--- src/core/adc_seq_map.vh ---
// register map, field positions, reset values and timing counts of the adc sequencer
`ifndef ADC_SEQ_MAP_VH
`define ADC_SEQ_MAP_VH

// word offsets (byte address bits 7:2)
`define ADC_CTRL_OFS 6'h00
`define ADC_CMD_OFS 6'h01
`define ADC_STAT_OFS 6'h02
`define ADC_IRQ_STAT_OFS 6'h03
`define ADC_IRQ_MASK_OFS 6'h04
`define ADC_RES_BASE_OFS 6'h08

// control fields
`define CTRL_MODE_LO 0
`define CTRL_RES10 2
`define CTRL_SRC_LO 3
`define CTRL_START_LO 8
`define CTRL_END_LO 12
`define CTRL_RESET 32'h0000_0000
`define CTRL_MASK 32'h0000_771f

// command bits
`define CMD_START 0
`define CMD_STOP 1

// modes and start sources
`define MODE_SINGLE 2'h0
`define MODE_SCAN 2'h1
`define MODE_CONT 2'h2
`define MODE_STOP 2'h3
`define SRC_SW 2'h0
`define SRC_EXT 2'h1
`define SRC_TIMER 2'h2

// interrupt status bits
`define IRQ_DONE 0
`define IRQ_SEQ 1
`define IRQ_BITS 2

// timing in machine cycles
`define CONV_CYCLES 7'h5c
`define SAMPLE_CYCLES 7'h30
`define STEP_CYCLES 2'h3

`endif

--- src/core/adc_result_mem.v ---
// eight-entry result store with registered read data
`timescale 1ns/1ps
module adc_result_mem (
	// clock
	input wire clk_i,
	// write port
	input wire wr_en_i,
	input wire [2:0] wr_addr_i,
	input wire [9:0] wr_data_i,
	// read port
	input wire [2:0] rd_addr_i,
	output reg [9:0] rd_data_o
);
	reg [9:0] mem [0:7];

	always @(posedge clk_i) begin
		if (wr_en_i) begin
			mem[wr_addr_i] <= wr_data_i;
		end
		rd_data_o <= mem[rd_addr_i];
	end
endmodule

--- src/core/adc_seq.v ---
// conversion sequencer for an 8-channel successive-approximation converter
//
// Notes on behaviour
// - every channel conversion not cut short by a stop command, sampling included, lasts exactly 92 clock cycles
// - sample-and-hold samples for 48 cycles before comparison steps start
// - successive approximation decides one bit per step, msb first, on held sample
// - 8-bit or 10-bit resolution; only needed comparison steps are done
// - single mode converts the start channel once, then waits for a new start
// - scan mode converts start channel up to end channel once, ascending
// - continuous mode repeats the channel run until software stops it
// - stop mode converts one channel, pauses, resumes with next on activation
// - conversion-complete interrupt raised when enabled
// - conversion-complete also pulses a transfer request to the dma engine
// - software start command begins conversion when software source selected
// - external trigger source starts a conversion on falling trigger edge
// - timer source starts a conversion on rising timer edge
`timescale 1ns/1ps
`include "adc_seq_map.vh"
module adc_seq (
	// clock and reset
	input wire clk_i,
	input wire rst_i,
	// wishbone slave
	input wire cyc_i,
	input wire stb_i,
	input wire we_i,
	input wire [7:0] adr_i,
	input wire [3:0] sel_i,
	input wire [31:0] dat_i,
	output reg [31:0] dat_o,
	output reg ack_o,
	// start sources
	input wire trg_ext_i,
	input wire timer_i,
	// analog front end
	input wire cmp_i,
	output reg sample_o,
	output reg [2:0] ch_sel_o,
	output reg [9:0] dac_code_o,
	// status and requests
	output reg busy_o,
	output reg dreq_o,
	output reg irq_o
);
	localparam ST_IDLE = 2'h0;
	localparam ST_CONV = 2'h1;
	localparam ST_PAUSE = 2'h2;

	reg [1:0] state;
	reg [31:0] ctrl;
	reg [`IRQ_BITS-1:0] irq_stat;
	reg [`IRQ_BITS-1:0] irq_mask;
	reg [6:0] cnt;
	reg [1:0] ph;
	reg [3:0] step;
	reg [2:0] cur;
	reg [9:0] last_res;
	reg ext_d;
	reg tmr_d;
	reg rd_wait;
	reg mem_we;
	reg [2:0] mem_wa;
	reg [9:0] mem_wd;
	wire [9:0] mem_rd;

	wire [1:0] mode = ctrl[`CTRL_MODE_LO+1:`CTRL_MODE_LO];
	wire res10 = ctrl[`CTRL_RES10];
	wire [1:0] src = ctrl[`CTRL_SRC_LO+1:`CTRL_SRC_LO];
	wire [2:0] start_ch = ctrl[`CTRL_START_LO+2:`CTRL_START_LO];
	wire [2:0] end_ch = ctrl[`CTRL_END_LO+2:`CTRL_END_LO];
	wire [3:0] nbits = res10 ? 4'ha : 4'h8;

	////////////////////////////////////////////////////////////////////////
	// bus decode

	wire req = cyc_i & stb_i & ~ack_o;
	wire [5:0] word = adr_i[7:2];
	wire res_hit = ({word[5:3], 3'h0} == `ADC_RES_BASE_OFS);
	wire wr_go = req & we_i & ~rd_wait;
	wire wr_ctrl = wr_go & (word == `ADC_CTRL_OFS);
	wire wr_cmd = wr_go & (word == `ADC_CMD_OFS);
	wire wr_clr = wr_go & (word == `ADC_IRQ_STAT_OFS);
	wire wr_mask = wr_go & (word == `ADC_IRQ_MASK_OFS);

	// byte-lane merge of a write into an existing word
	function [31:0] merge;
		input [31:0] old;
		input [31:0] nw;
		input [3:0] sel;
		integer i;
		begin
			merge = old;
			for (i = 0; i < 4; i = i + 1) begin
				if (sel[i]) begin
					merge[i*8 +: 8] = nw[i*8 +: 8];
				end
			end
		end
	endfunction

	// next channel of the run, wrapping from end back to start
	function [2:0] next_ch;
		input [2:0] c;
		input [2:0] s;
		input [2:0] e;
		begin
			next_ch = (c == e) ? s : c + 3'h1;
		end
	endfunction

	wire [31:0] cmd_w = merge(32'h0000_0000, dat_i, sel_i);
	wire [31:0] clr_w = merge(32'h0000_0000, dat_i, sel_i);
	wire sw_start = wr_cmd & cmd_w[`CMD_START];
	wire sw_stop = wr_cmd & cmd_w[`CMD_STOP];

	////////////////////////////////////////////////////////////////////////
	// start sources

	// inputs are synchronous; one stage is enough for edge detection
	wire ext_fall = ext_d & ~trg_ext_i;
	wire tmr_rise = ~tmr_d & timer_i;
	wire trig = (src == `SRC_SW && sw_start) |
		(src == `SRC_EXT && ext_fall) |
		(src == `SRC_TIMER && tmr_rise);

	always @(posedge clk_i) begin
		if (rst_i) begin
			ext_d <= 1'b1;
			tmr_d <= 1'b1;
		end else begin
			ext_d <= trg_ext_i;
			tmr_d <= timer_i;
		end
	end

	////////////////////////////////////////////////////////////////////////
	// conversion sequencer

	wire conv_end = (state == ST_CONV) && (cnt == `CONV_CYCLES - 7'h1);
	wire sampling = (cnt < `SAMPLE_CYCLES);
	wire decide = (state == ST_CONV) && !sampling && (ph == `STEP_CYCLES) && (step < nbits);
	wire [9:0] bitpos = 10'h200 >> step;
	wire [9:0] final_code = (dac_code_o & ~(cmp_i ? 10'h000 : bitpos));
	wire [9:0] result = res10 ? final_code : {2'h0, final_code[9:2]};
	wire seq_last = (mode == `MODE_SINGLE) || (cur == end_ch);
	reg seq_evt;

	always @(posedge clk_i) begin
		if (rst_i) begin
			state <= ST_IDLE;
			cnt <= 7'h00;
			ph <= 2'h0;
			step <= 4'h0;
			cur <= 3'h0;
			dac_code_o <= 10'h000;
			sample_o <= 1'b0;
			busy_o <= 1'b0;
			dreq_o <= 1'b0;
			ch_sel_o <= 3'h0;
			last_res <= 10'h000;
			mem_we <= 1'b0;
			mem_wd <= 10'h000;
			mem_wa <= 3'h0;
			seq_evt <= 1'b0;
		end else begin
			dreq_o <= 1'b0;
			mem_we <= 1'b0;
			seq_evt <= 1'b0;
			case (state)
			ST_IDLE, ST_PAUSE: begin
				sample_o <= 1'b0;
				busy_o <= 1'b0;
				if (trig) begin
					// a paused stop-mode run resumes at the next channel of the run, already held in cur
					if (state == ST_IDLE) begin
						cur <= start_ch;
						ch_sel_o <= start_ch;
					end else begin
						ch_sel_o <= cur;
					end
					state <= ST_CONV;
					cnt <= 7'h00;
					ph <= 2'h0;
					step <= 4'h0;
					sample_o <= 1'b1;
					busy_o <= 1'b1;
					dac_code_o <= 10'h000;
				end else if (sw_stop) begin
					state <= ST_IDLE;
				end
			end
			ST_CONV: begin
				cnt <= cnt + 7'h1;
				if (cnt == `SAMPLE_CYCLES - 7'h1) begin
					sample_o <= 1'b0;
					dac_code_o <= 10'h200;
				end
				if (!sampling) begin
					ph <= ph + 2'h1;
				end
				if (decide) begin
					// keep the trial bit only when the held input is at or above it
					dac_code_o <= final_code | ((step + 4'h1 < nbits) ? bitpos >> 1 : 10'h000);
					step <= step + 4'h1;
				end
				if (sw_stop) begin
					// stop abandons the conversion in flight; no result is written
					state <= ST_IDLE;
					busy_o <= 1'b0;
					sample_o <= 1'b0;
				end else if (conv_end) begin
					last_res <= result;
					mem_we <= 1'b1;
					mem_wd <= result;
					// channel select advances at this edge in scan and continuous runs
					mem_wa <= ch_sel_o;
					dreq_o <= 1'b1;
					cnt <= 7'h00;
					ph <= 2'h0;
					step <= 4'h0;
					dac_code_o <= 10'h000;
					seq_evt <= seq_last;
					case (mode)
					`MODE_SINGLE: begin
						state <= ST_IDLE;
						busy_o <= 1'b0;
					end
					`MODE_SCAN: begin
						if (cur == end_ch) begin
							state <= ST_IDLE;
							busy_o <= 1'b0;
						end else begin
							cur <= cur + 3'h1;
							ch_sel_o <= cur + 3'h1;
							sample_o <= 1'b1;
						end
					end
					`MODE_CONT: begin
						cur <= next_ch(cur, start_ch, end_ch);
						ch_sel_o <= next_ch(cur, start_ch, end_ch);
						sample_o <= 1'b1;
					end
					default: begin
						cur <= next_ch(cur, start_ch, end_ch);
						state <= ST_PAUSE;
						busy_o <= 1'b0;
					end
					endcase
				end
			end
			default: begin
				state <= ST_IDLE;
			end
			endcase
		end
	end

	// result of the conversion just finished, per channel
	adc_result_mem u_mem (
		.clk_i(clk_i),
		.wr_en_i(mem_we),
		.wr_addr_i(mem_wa),
		.wr_data_i(mem_wd),
		.rd_addr_i(word[2:0]),
		.rd_data_o(mem_rd)
	);

	////////////////////////////////////////////////////////////////////////
	// interrupts

	wire [`IRQ_BITS-1:0] irq_set = {seq_evt, mem_we};
	wire [`IRQ_BITS-1:0] next_irq_stat = (irq_stat & ~(wr_clr ? clr_w[`IRQ_BITS-1:0] :
		{`IRQ_BITS{1'b0}})) | irq_set;
	wire [31:0] mask_w = merge({30'h0, irq_mask}, dat_i, sel_i);

	always @(posedge clk_i) begin
		if (rst_i) begin
			irq_stat <= {`IRQ_BITS{1'b0}};
			irq_mask <= {`IRQ_BITS{1'b0}};
			irq_o <= 1'b0;
		end else begin
			// a set in the clearing cycle survives
			irq_stat <= next_irq_stat;
			if (wr_mask) begin
				irq_mask <= mask_w[`IRQ_BITS-1:0];
			end
			irq_o <= |(next_irq_stat & irq_mask);
		end
	end

	////////////////////////////////////////////////////////////////////////
	// register access

	always @(posedge clk_i) begin
		if (rst_i) begin
			ctrl <= `CTRL_RESET;
			ack_o <= 1'b0;
			rd_wait <= 1'b0;
			dat_o <= 32'h0000_0000;
		end else begin
			ack_o <= 1'b0;
			rd_wait <= 1'b0;
			if (wr_ctrl) begin
				ctrl <= merge(ctrl, dat_i, sel_i) & `CTRL_MASK;
			end
			if (rd_wait) begin
				ack_o <= 1'b1;
				dat_o <= {22'h0, mem_rd};
			end else if (req) begin
				// result reads wait one cycle for the registered store
				if (!we_i && res_hit) begin
					rd_wait <= 1'b1;
				end else begin
					ack_o <= 1'b1;
					dat_o <= 32'h0000_0000;
					if (!we_i) begin
						case (word)
						`ADC_CTRL_OFS: dat_o <= ctrl;
						`ADC_STAT_OFS: dat_o <= {6'h0, last_res, 9'h0, cur, 2'h0,
							(state == ST_PAUSE), busy_o};
						`ADC_IRQ_STAT_OFS: dat_o <= {30'h0, irq_stat};
						`ADC_IRQ_MASK_OFS: dat_o <= {30'h0, irq_mask};
						default: dat_o <= 32'h0000_0000;
						endcase
					end
				end
			end
		end
	end
endmodule

--- config.mk ---
export PLATFORM = sky130hd
export DESIGN_NAME = adc_seq
export DESIGN_NICKNAME = d
export VERILOG_FILES = /design/src/core/adc_result_mem.v /design/src/core/adc_seq.v
export VERILOG_INCLUDE_DIRS = /design/src /design/src/core
export SDC_FILE = /design/constraint.sdc
export NUM_CORES = 1
export LEC_CHECK = 0
export ABC_AREA = 1
export BUFFER_PORTS_ARGS = -buffer_cell sky130_fd_sc_hd__buf_2
export CAP_MARGIN = 30
export CELL_PAD_IN_SITES_DETAIL_PLACEMENT = 0
export CELL_PAD_IN_SITES_GLOBAL_PLACEMENT = 1
export CORE_MARGIN = 5
export CORE_UTILIZATION = 40
export DETAILED_ROUTE_END_ITERATION = 8
export HOLD_SLACK_MARGIN = 0.08
export PLACE_DENSITY_LB_ADDON = 0.15
export SLEW_MARGIN = 15
export SYNTH_ARGS = -nofsm -noshare
export SYNTH_HDL_FRONTEND = slang
export SYNTH_SLANG_ARGS = --single-unit
--- constraint.sdc ---
create_clock -name clk_i -period 2 [get_ports clk_i]
set_input_delay 0.2 -clock clk_i [delete_from_list [all_inputs] [get_ports clk_i]]
set_output_delay 0.2 -clock clk_i [all_outputs]
set_load 0.02 [all_outputs]
# Word-level counts from Yosys, hierarchy flattened
# Memory sizes are Yosys's and may differ from the RTL's. A register that Yosys moved wholly into a read port is not among the register bits.
# Index checks and enable logic that the tools add are counted.
# Widths: inputs -> output; s select.
[op_classes]
n_addsub = 4
n_reduce_logical = 34
shifts = 1
magnitude_cmp = 3
n_mux = 69
bitwise_logic = 30
n_eq_ne = 26
[op_table]
columns = ["operator", "n"]
rows = [
  ["$pmux 26 s4", 1],
  ["$mux 10", 10],
  ["$mux 26", 1],
  ["$mux 2", 12],
  ["$mux 3", 8],
  ["$pmux 3 s2", 4],
  ["$mux 7", 3],
  ["$pmux 10 s2", 1],
  ["$mux 4", 4],
  ["$mux 1", 15],
  ["$pmux 7 s2", 1],
  ["$and 1x1->1", 12],
  ["$eq 6x2->1 const B", 2],
  ["$ne 3x3->1 const B", 4],
  ["$reduce_and 2->1", 6],
  ["$reduce_and 6->1", 2],
  ["$and 10x10->10", 1],
  ["$ne 2x2->1 const B", 5],
  ["$not 10->10", 1],
  ["$or 10x9->10", 1],
  ["$shr 10x4->10 const A", 1],
  ["$mux 9", 1],
  ["$not 1->1", 9],
  ["$eq 2x2->1 const B", 4],
  ["34 further kinds", 58],
]
[totals]
memories = 1
output_inout_bits = 50
ram_bits = 80
regBits = 94
[memory_table]
columns = ["name", "depth", "word_bits", "read_ports", "rd_ports_with_merged_regs", "write_ports", "line_no", "source"]
rows = [
  ["u_mem.mem", 8, 10, 1, 1, 1, "adc_result_mem.v:14", "reg [9:0] mem [0:7];"],
]

# Depth between registers and ports, before layout
[depth]
ltp_word = 11
depth_mapped = 12
mapped_depth_nobuf = 11

# Hierarchy
# A second synthesis with hierarchy kept.
[hier_totals]
cells_unflattened = 1060
hier_area_um2 = 8563.2
[modules_own_cells]
columns = ["mod", "area_each_um2", "n_inst", "cells_per_inst"]
rows = [
  ["adc_seq", 4749.6, 1, 686],
  ["adc_result_mem", 3813.7, 1, 374],
]

# Least setup slack after synthesis
# OpenSTA, ideal clock, no wires.
[synth_timing]
path_type = "register to register"
startpoint = "reg step[0]"
endpoint = "reg dac_code_o[1]"
arrival_ps = 1566
path_slack_ps = 364
t_required_ps = 1930
path_buffers = 0
setup_ps = 70
stages_incl_launch_ff = 9
synth_period_minus_slack_ps = 1636
cell_sequence = "dfxtp_1 -> ha_1 -> ha_1 -> nand2_1 -> o21ai_0 -> nand2_1 -> nand3_1 -> nand3_1 -> a21oi_1"
[synth_between]
elab_chain_len = 9
word_cells_on_any_way = 14
cone_classes = "add/sub (1); order compare (2); shift (1); mux (6); bitwise (3); reduce/logical (1)"
[synth_rtl]
columns = ["item", "line_no", "source"]
rows = [
  ["start: declaration", "adc_seq.v:55", "reg [3:0] step;"],
  ["start signal: assignment", "adc_seq.v:204", "step <= step + 4'h1;"],
  ["branches (longest 5 deep; another with $add 4x1->4)", "n/a", ""],
  ["$mux 10 (*)", "adc_seq.v:201", "if (decide) begin"],
  ["$mux 10", "adc_seq.v:211", "end else if (conv_end) begin"],
  ["$mux 10 (*)", "adc_seq.v:206", "if (sw_stop) begin"],
  ["$pmux 10 s2 (*)", "adc_seq.v:169", "case (state)"],
  ["end signal: assignment", "adc_seq.v:203", "dac_code_o <= final_code | ((step + 4'h1 < nbits) ? bitpos >> 1 : 10'h000);"],
  ["end: declaration", "adc_seq.v:39", "output reg [9:0] dac_code_o,"],
]
# Mark *: on every way between the ends.
# A chain may end at the register's enable or synchronous reset.

# Final worst setup path
[layout_timing]
startpoint = "in adr_i[5]"
endpoint = "reg cur[0]"
[layout_between]
elab_chain_len = 8
word_cells_on_any_way = 10
cone_classes = "eq/ne (3); bitwise (5); reduce/logical (2)"
[layout_rtl]
columns = ["item", "line_no", "source"]
rows = [
  ["start: declaration", "adc_seq.v:27", "input wire [7:0] adr_i,"],
  ["$eq 6x1->1 (no source line) (*)", "n/a", ""],
  ["$and 1x1->1 (*)", "adc_seq.v:81", "wire wr_cmd = wr_go & (word == `ADC_CMD_OFS);"],
  ["$and 1x1->1", "adc_seq.v:113", "wire sw_start = wr_cmd & cmd_w[`CMD_START];"],
  ["$logic_and 1x1->1", "adc_seq.v:122", "wire trig = (src == `SRC_SW && sw_start) |"],
  ["$or 1x1->1 (2 in a row)", "adc_seq.v:122", ""],
  ["$ne 2x2->1 (no source line)", "n/a", ""],
  ["$reduce_and 6->1 (no source line) (*)", "n/a", ""],
  ["end signal: assignment", "adc_seq.v:176", "cur <= start_ch;"],
  ["end signal: assignment", "adc_seq.v:233", "cur <= cur + 3'h1;"],
  ["end signal: assignment", "adc_seq.v:239", "cur <= next_ch(cur, start_ch, end_ch);"],
  ["end: declaration", "adc_seq.v:56", "reg [2:0] cur;"],
]
# Mark *: on every way between the ends. The rest lies on a longest branch, timed or not.

==> out/results.tsv <==
metric	value	unit
dp.final_hpwl	15400	um
placed_area	0.00879	mm^2
finalPower	7.72	mW
min_period	1.79	ns
critPathLaunchType	input pin	
gp_congestion	0.865	
worstSetupPathType	input pin to flop	
crit_arrival	2.12	ns
boundaryPins	102	
rsz0062_at_grt	no	
crit_family	simple AND/OR/NAND/NOR gates	
skew	0.0128	ns
coreArea	0.0196	mm^2
die_h	152	um
cts-htree-levels	4	
max-vdd-ir-drop	0.000612	V
fin_tns_setup	0	ns
diodes	0	
vias_per_cell	5.00	
worstHoldStart	rst_i	
place_ws	0.284	ns
area_growth_syn_to_layout	19.3	%
antenna_found_initial	0	
worst_pin_slew	0.505	ns
rows	51	
hold_viol_final	0	
grt_use_total	0.190	
leakagePower	3.70	nW
synth_area_leaders	edfxtp_1, dfxtp_1, nand2_1	
min_path_type	input pin to flop	
syn_area_per_cell	8.77	um^2
slowest_stage	dlygate4sd3_1	
max_freq	558	MHz
dp.cells	1250	
power_density	806	mW/mm^2
status	finished, final reports clean	
instances_no_fill	1297	
endpoint_kind	flop	
cts_buffers	17	
dr.max_layer_used	met4	
drv_cap	0	
netlist.area_leader.share	0.299	
grt_pass1_wl	33300	um
worstReg2RegStart	rd_wait$_SDFF_PP0_	
crit_fanout	6	
setup_viol	0	
clk_pin_slew	0.07	ns
async_flop_share	0	
overflow	0	
ant_nets	0	
drt_first_pass_iters	5	
yosysTopAreaCell	edfxtp_1	
avgRoutedWirePerCell	16.5	um
cpPeakStageDelay	0.53	ns
syn_area	0.00803	mm^2
cts_resized	0	
start_util	0.410	
synth_edf_count	80	
synth-main-ff-cell	dfxtp_1	
cts_num_sinks	182	
vias	6488	
ys_seq_area_frac	0.554	
root_buffer	clkbuf_16	
cts_setup_buffers	0	
dieWidth	152	um
drt_iter0_drc	337	
hold_buffers	15	
slew_violations	0	
maxSlewHeadroom	0.663	
netlist_instances	915	
num-nets-final	1083	
io_buffers	68	
synth-seq-cells	182	
die_area	0.0230	mm^2
cts_tree	yes	
grt_pass1_vias	6013	
cts_max_path_buffers	2	
worst_slack	0.209	ns
grt_max_degree	31	
final_area	0.00958	mm^2
drc_errors	0	
finalCritPeriodShare	0.895	
drive_above_1_share	0.162	
met3_length	1120	um
cp_common_cell	nand2_1	
clkLatencyLatePin	0.44	ns
routed-wl-met2	9730	um
n_fill_cell	1875	
wirelength	21300	um
wirelength_met1	10200	um
netlist_top_cells_count	nand2_1, dfxtp_1, edfxtp_1	
synth_cell_types	43	
yosysWarnings	0	
cp_cell_sequence	dlygate4sd3_1, buf_2, nor2_2, nand2_2, nor2_4, nand3_1, nand2_1, nand2_1, nand2_1, nand3_1, nor2_1, nor2_1	
path_buf_inv	2	
cp-startpoint	adr_i[5]	
yosysMostFrequentCell	nand2_1	
worstPathRequired	2.33	ns
## layer usage
layer,global-route usage,up-vias
met3,0.0396,18
met1,0.271,3005
met5,0,-
met2,0.294,158
li1,-,3307
met4,0.0521,0
## stage by stage
step                hold slack (ns)  utilization
floorplan                     0.293            -
global placement              0.406        0.449
detailed placement            0.404        0.449
CTS                           0.125        0.489
global route                  0.149        0.489
finish                        0.151        0.489
## worst min-delay path: stages
cell     delay (ns)
buf_2          0.13
nor2_1         0.09
o21ai_0        0.08
a21oi_1        0.04
## power by group
group          switching, mW  internal, mW
clock                   1.65          1.82
combinational          0.230         0.122
sequential            0.0208          3.88
## cells in the final DEF (no fill, tap or decap), types with 5 or more instances in the layout
cell type	netlist	routed
a211oi_1	10	10
nand4_1	13	13
a21oi_1	72	72
or2_2	6	6
o211ai_1	5	5
buf_4	9	36
dfxtp_1	102	102
nor2_1	66	66
a31oi_1	13	13
dlygate4sd3_1	0	15
a22oi_1	28	28
clkinv_8	0	7
clkbuf_16	0	17
nand3_1	71	71
nand2_1	231	231
ha_1	12	12
inv_2	6	6
inv_1	76	76
conb_1	1	8
buf_2	7	68
edfxtp_1	80	80
o21ai_0	39	39
## path summary, 6_finish.rpt
path                            slack (ns)  depth (start not counted)                endpoint
worst max-delay path                  0.21                         12     cur[0]$_SDFFE_PP0P_
worst min-delay path                  0.15                          4  dat_o[14]$_SDFFE_PP0P_
worst max register to register        0.24                          5      rd_wait$_SDFF_PP0_
worst min register to register        0.46                          2  dat_o[10]$_SDFFE_PP0P_
## registers in the layout, indices dropped and copies added (netlist names), 2 cells and up
signal / flops
u_mem.mem: 80
dat_o: 24
ctrl: 11
dac_code_o: 10
mem_wd: 10
u_mem.rd_data_o: 10
cnt: 7
step: 4
ch_sel_o: 3
cur: 3
mem_wa: 3
irq_mask: 2
irq_stat: 2
ph: 2
state: 2
## cell type report
class	instances	area, um^2	area share
sequential	182	4440	0.464
timing repair buffer	120	781	0.0815
inverter	84	315	0.0329
clock inverter	15	208	0.0217
tap	265	332	0.0346
multi-input combinational	614	3070	0.321
clock buffer	17	425	0.0444
## cell families (layout without fill, tap and decap cells)
kind of cell | count (synthesis) | in the layout | synth area share
DFF | 182 | 182 | 0.554
and+or+nand+nor | 410 | 410 | 0.222
AOI/OAI and AO/OA | 181 | 181 | 0.135
buffers and inverters | 126 | 236 | 0.0670
other | 1 | 8 | 0.000467
xor gates and xnor gates | 3 | 3 | 0.00327
adders and majority gates | 12 | 12 | 0.0187
No activity file was read; power rests on OpenSTA's default activity.
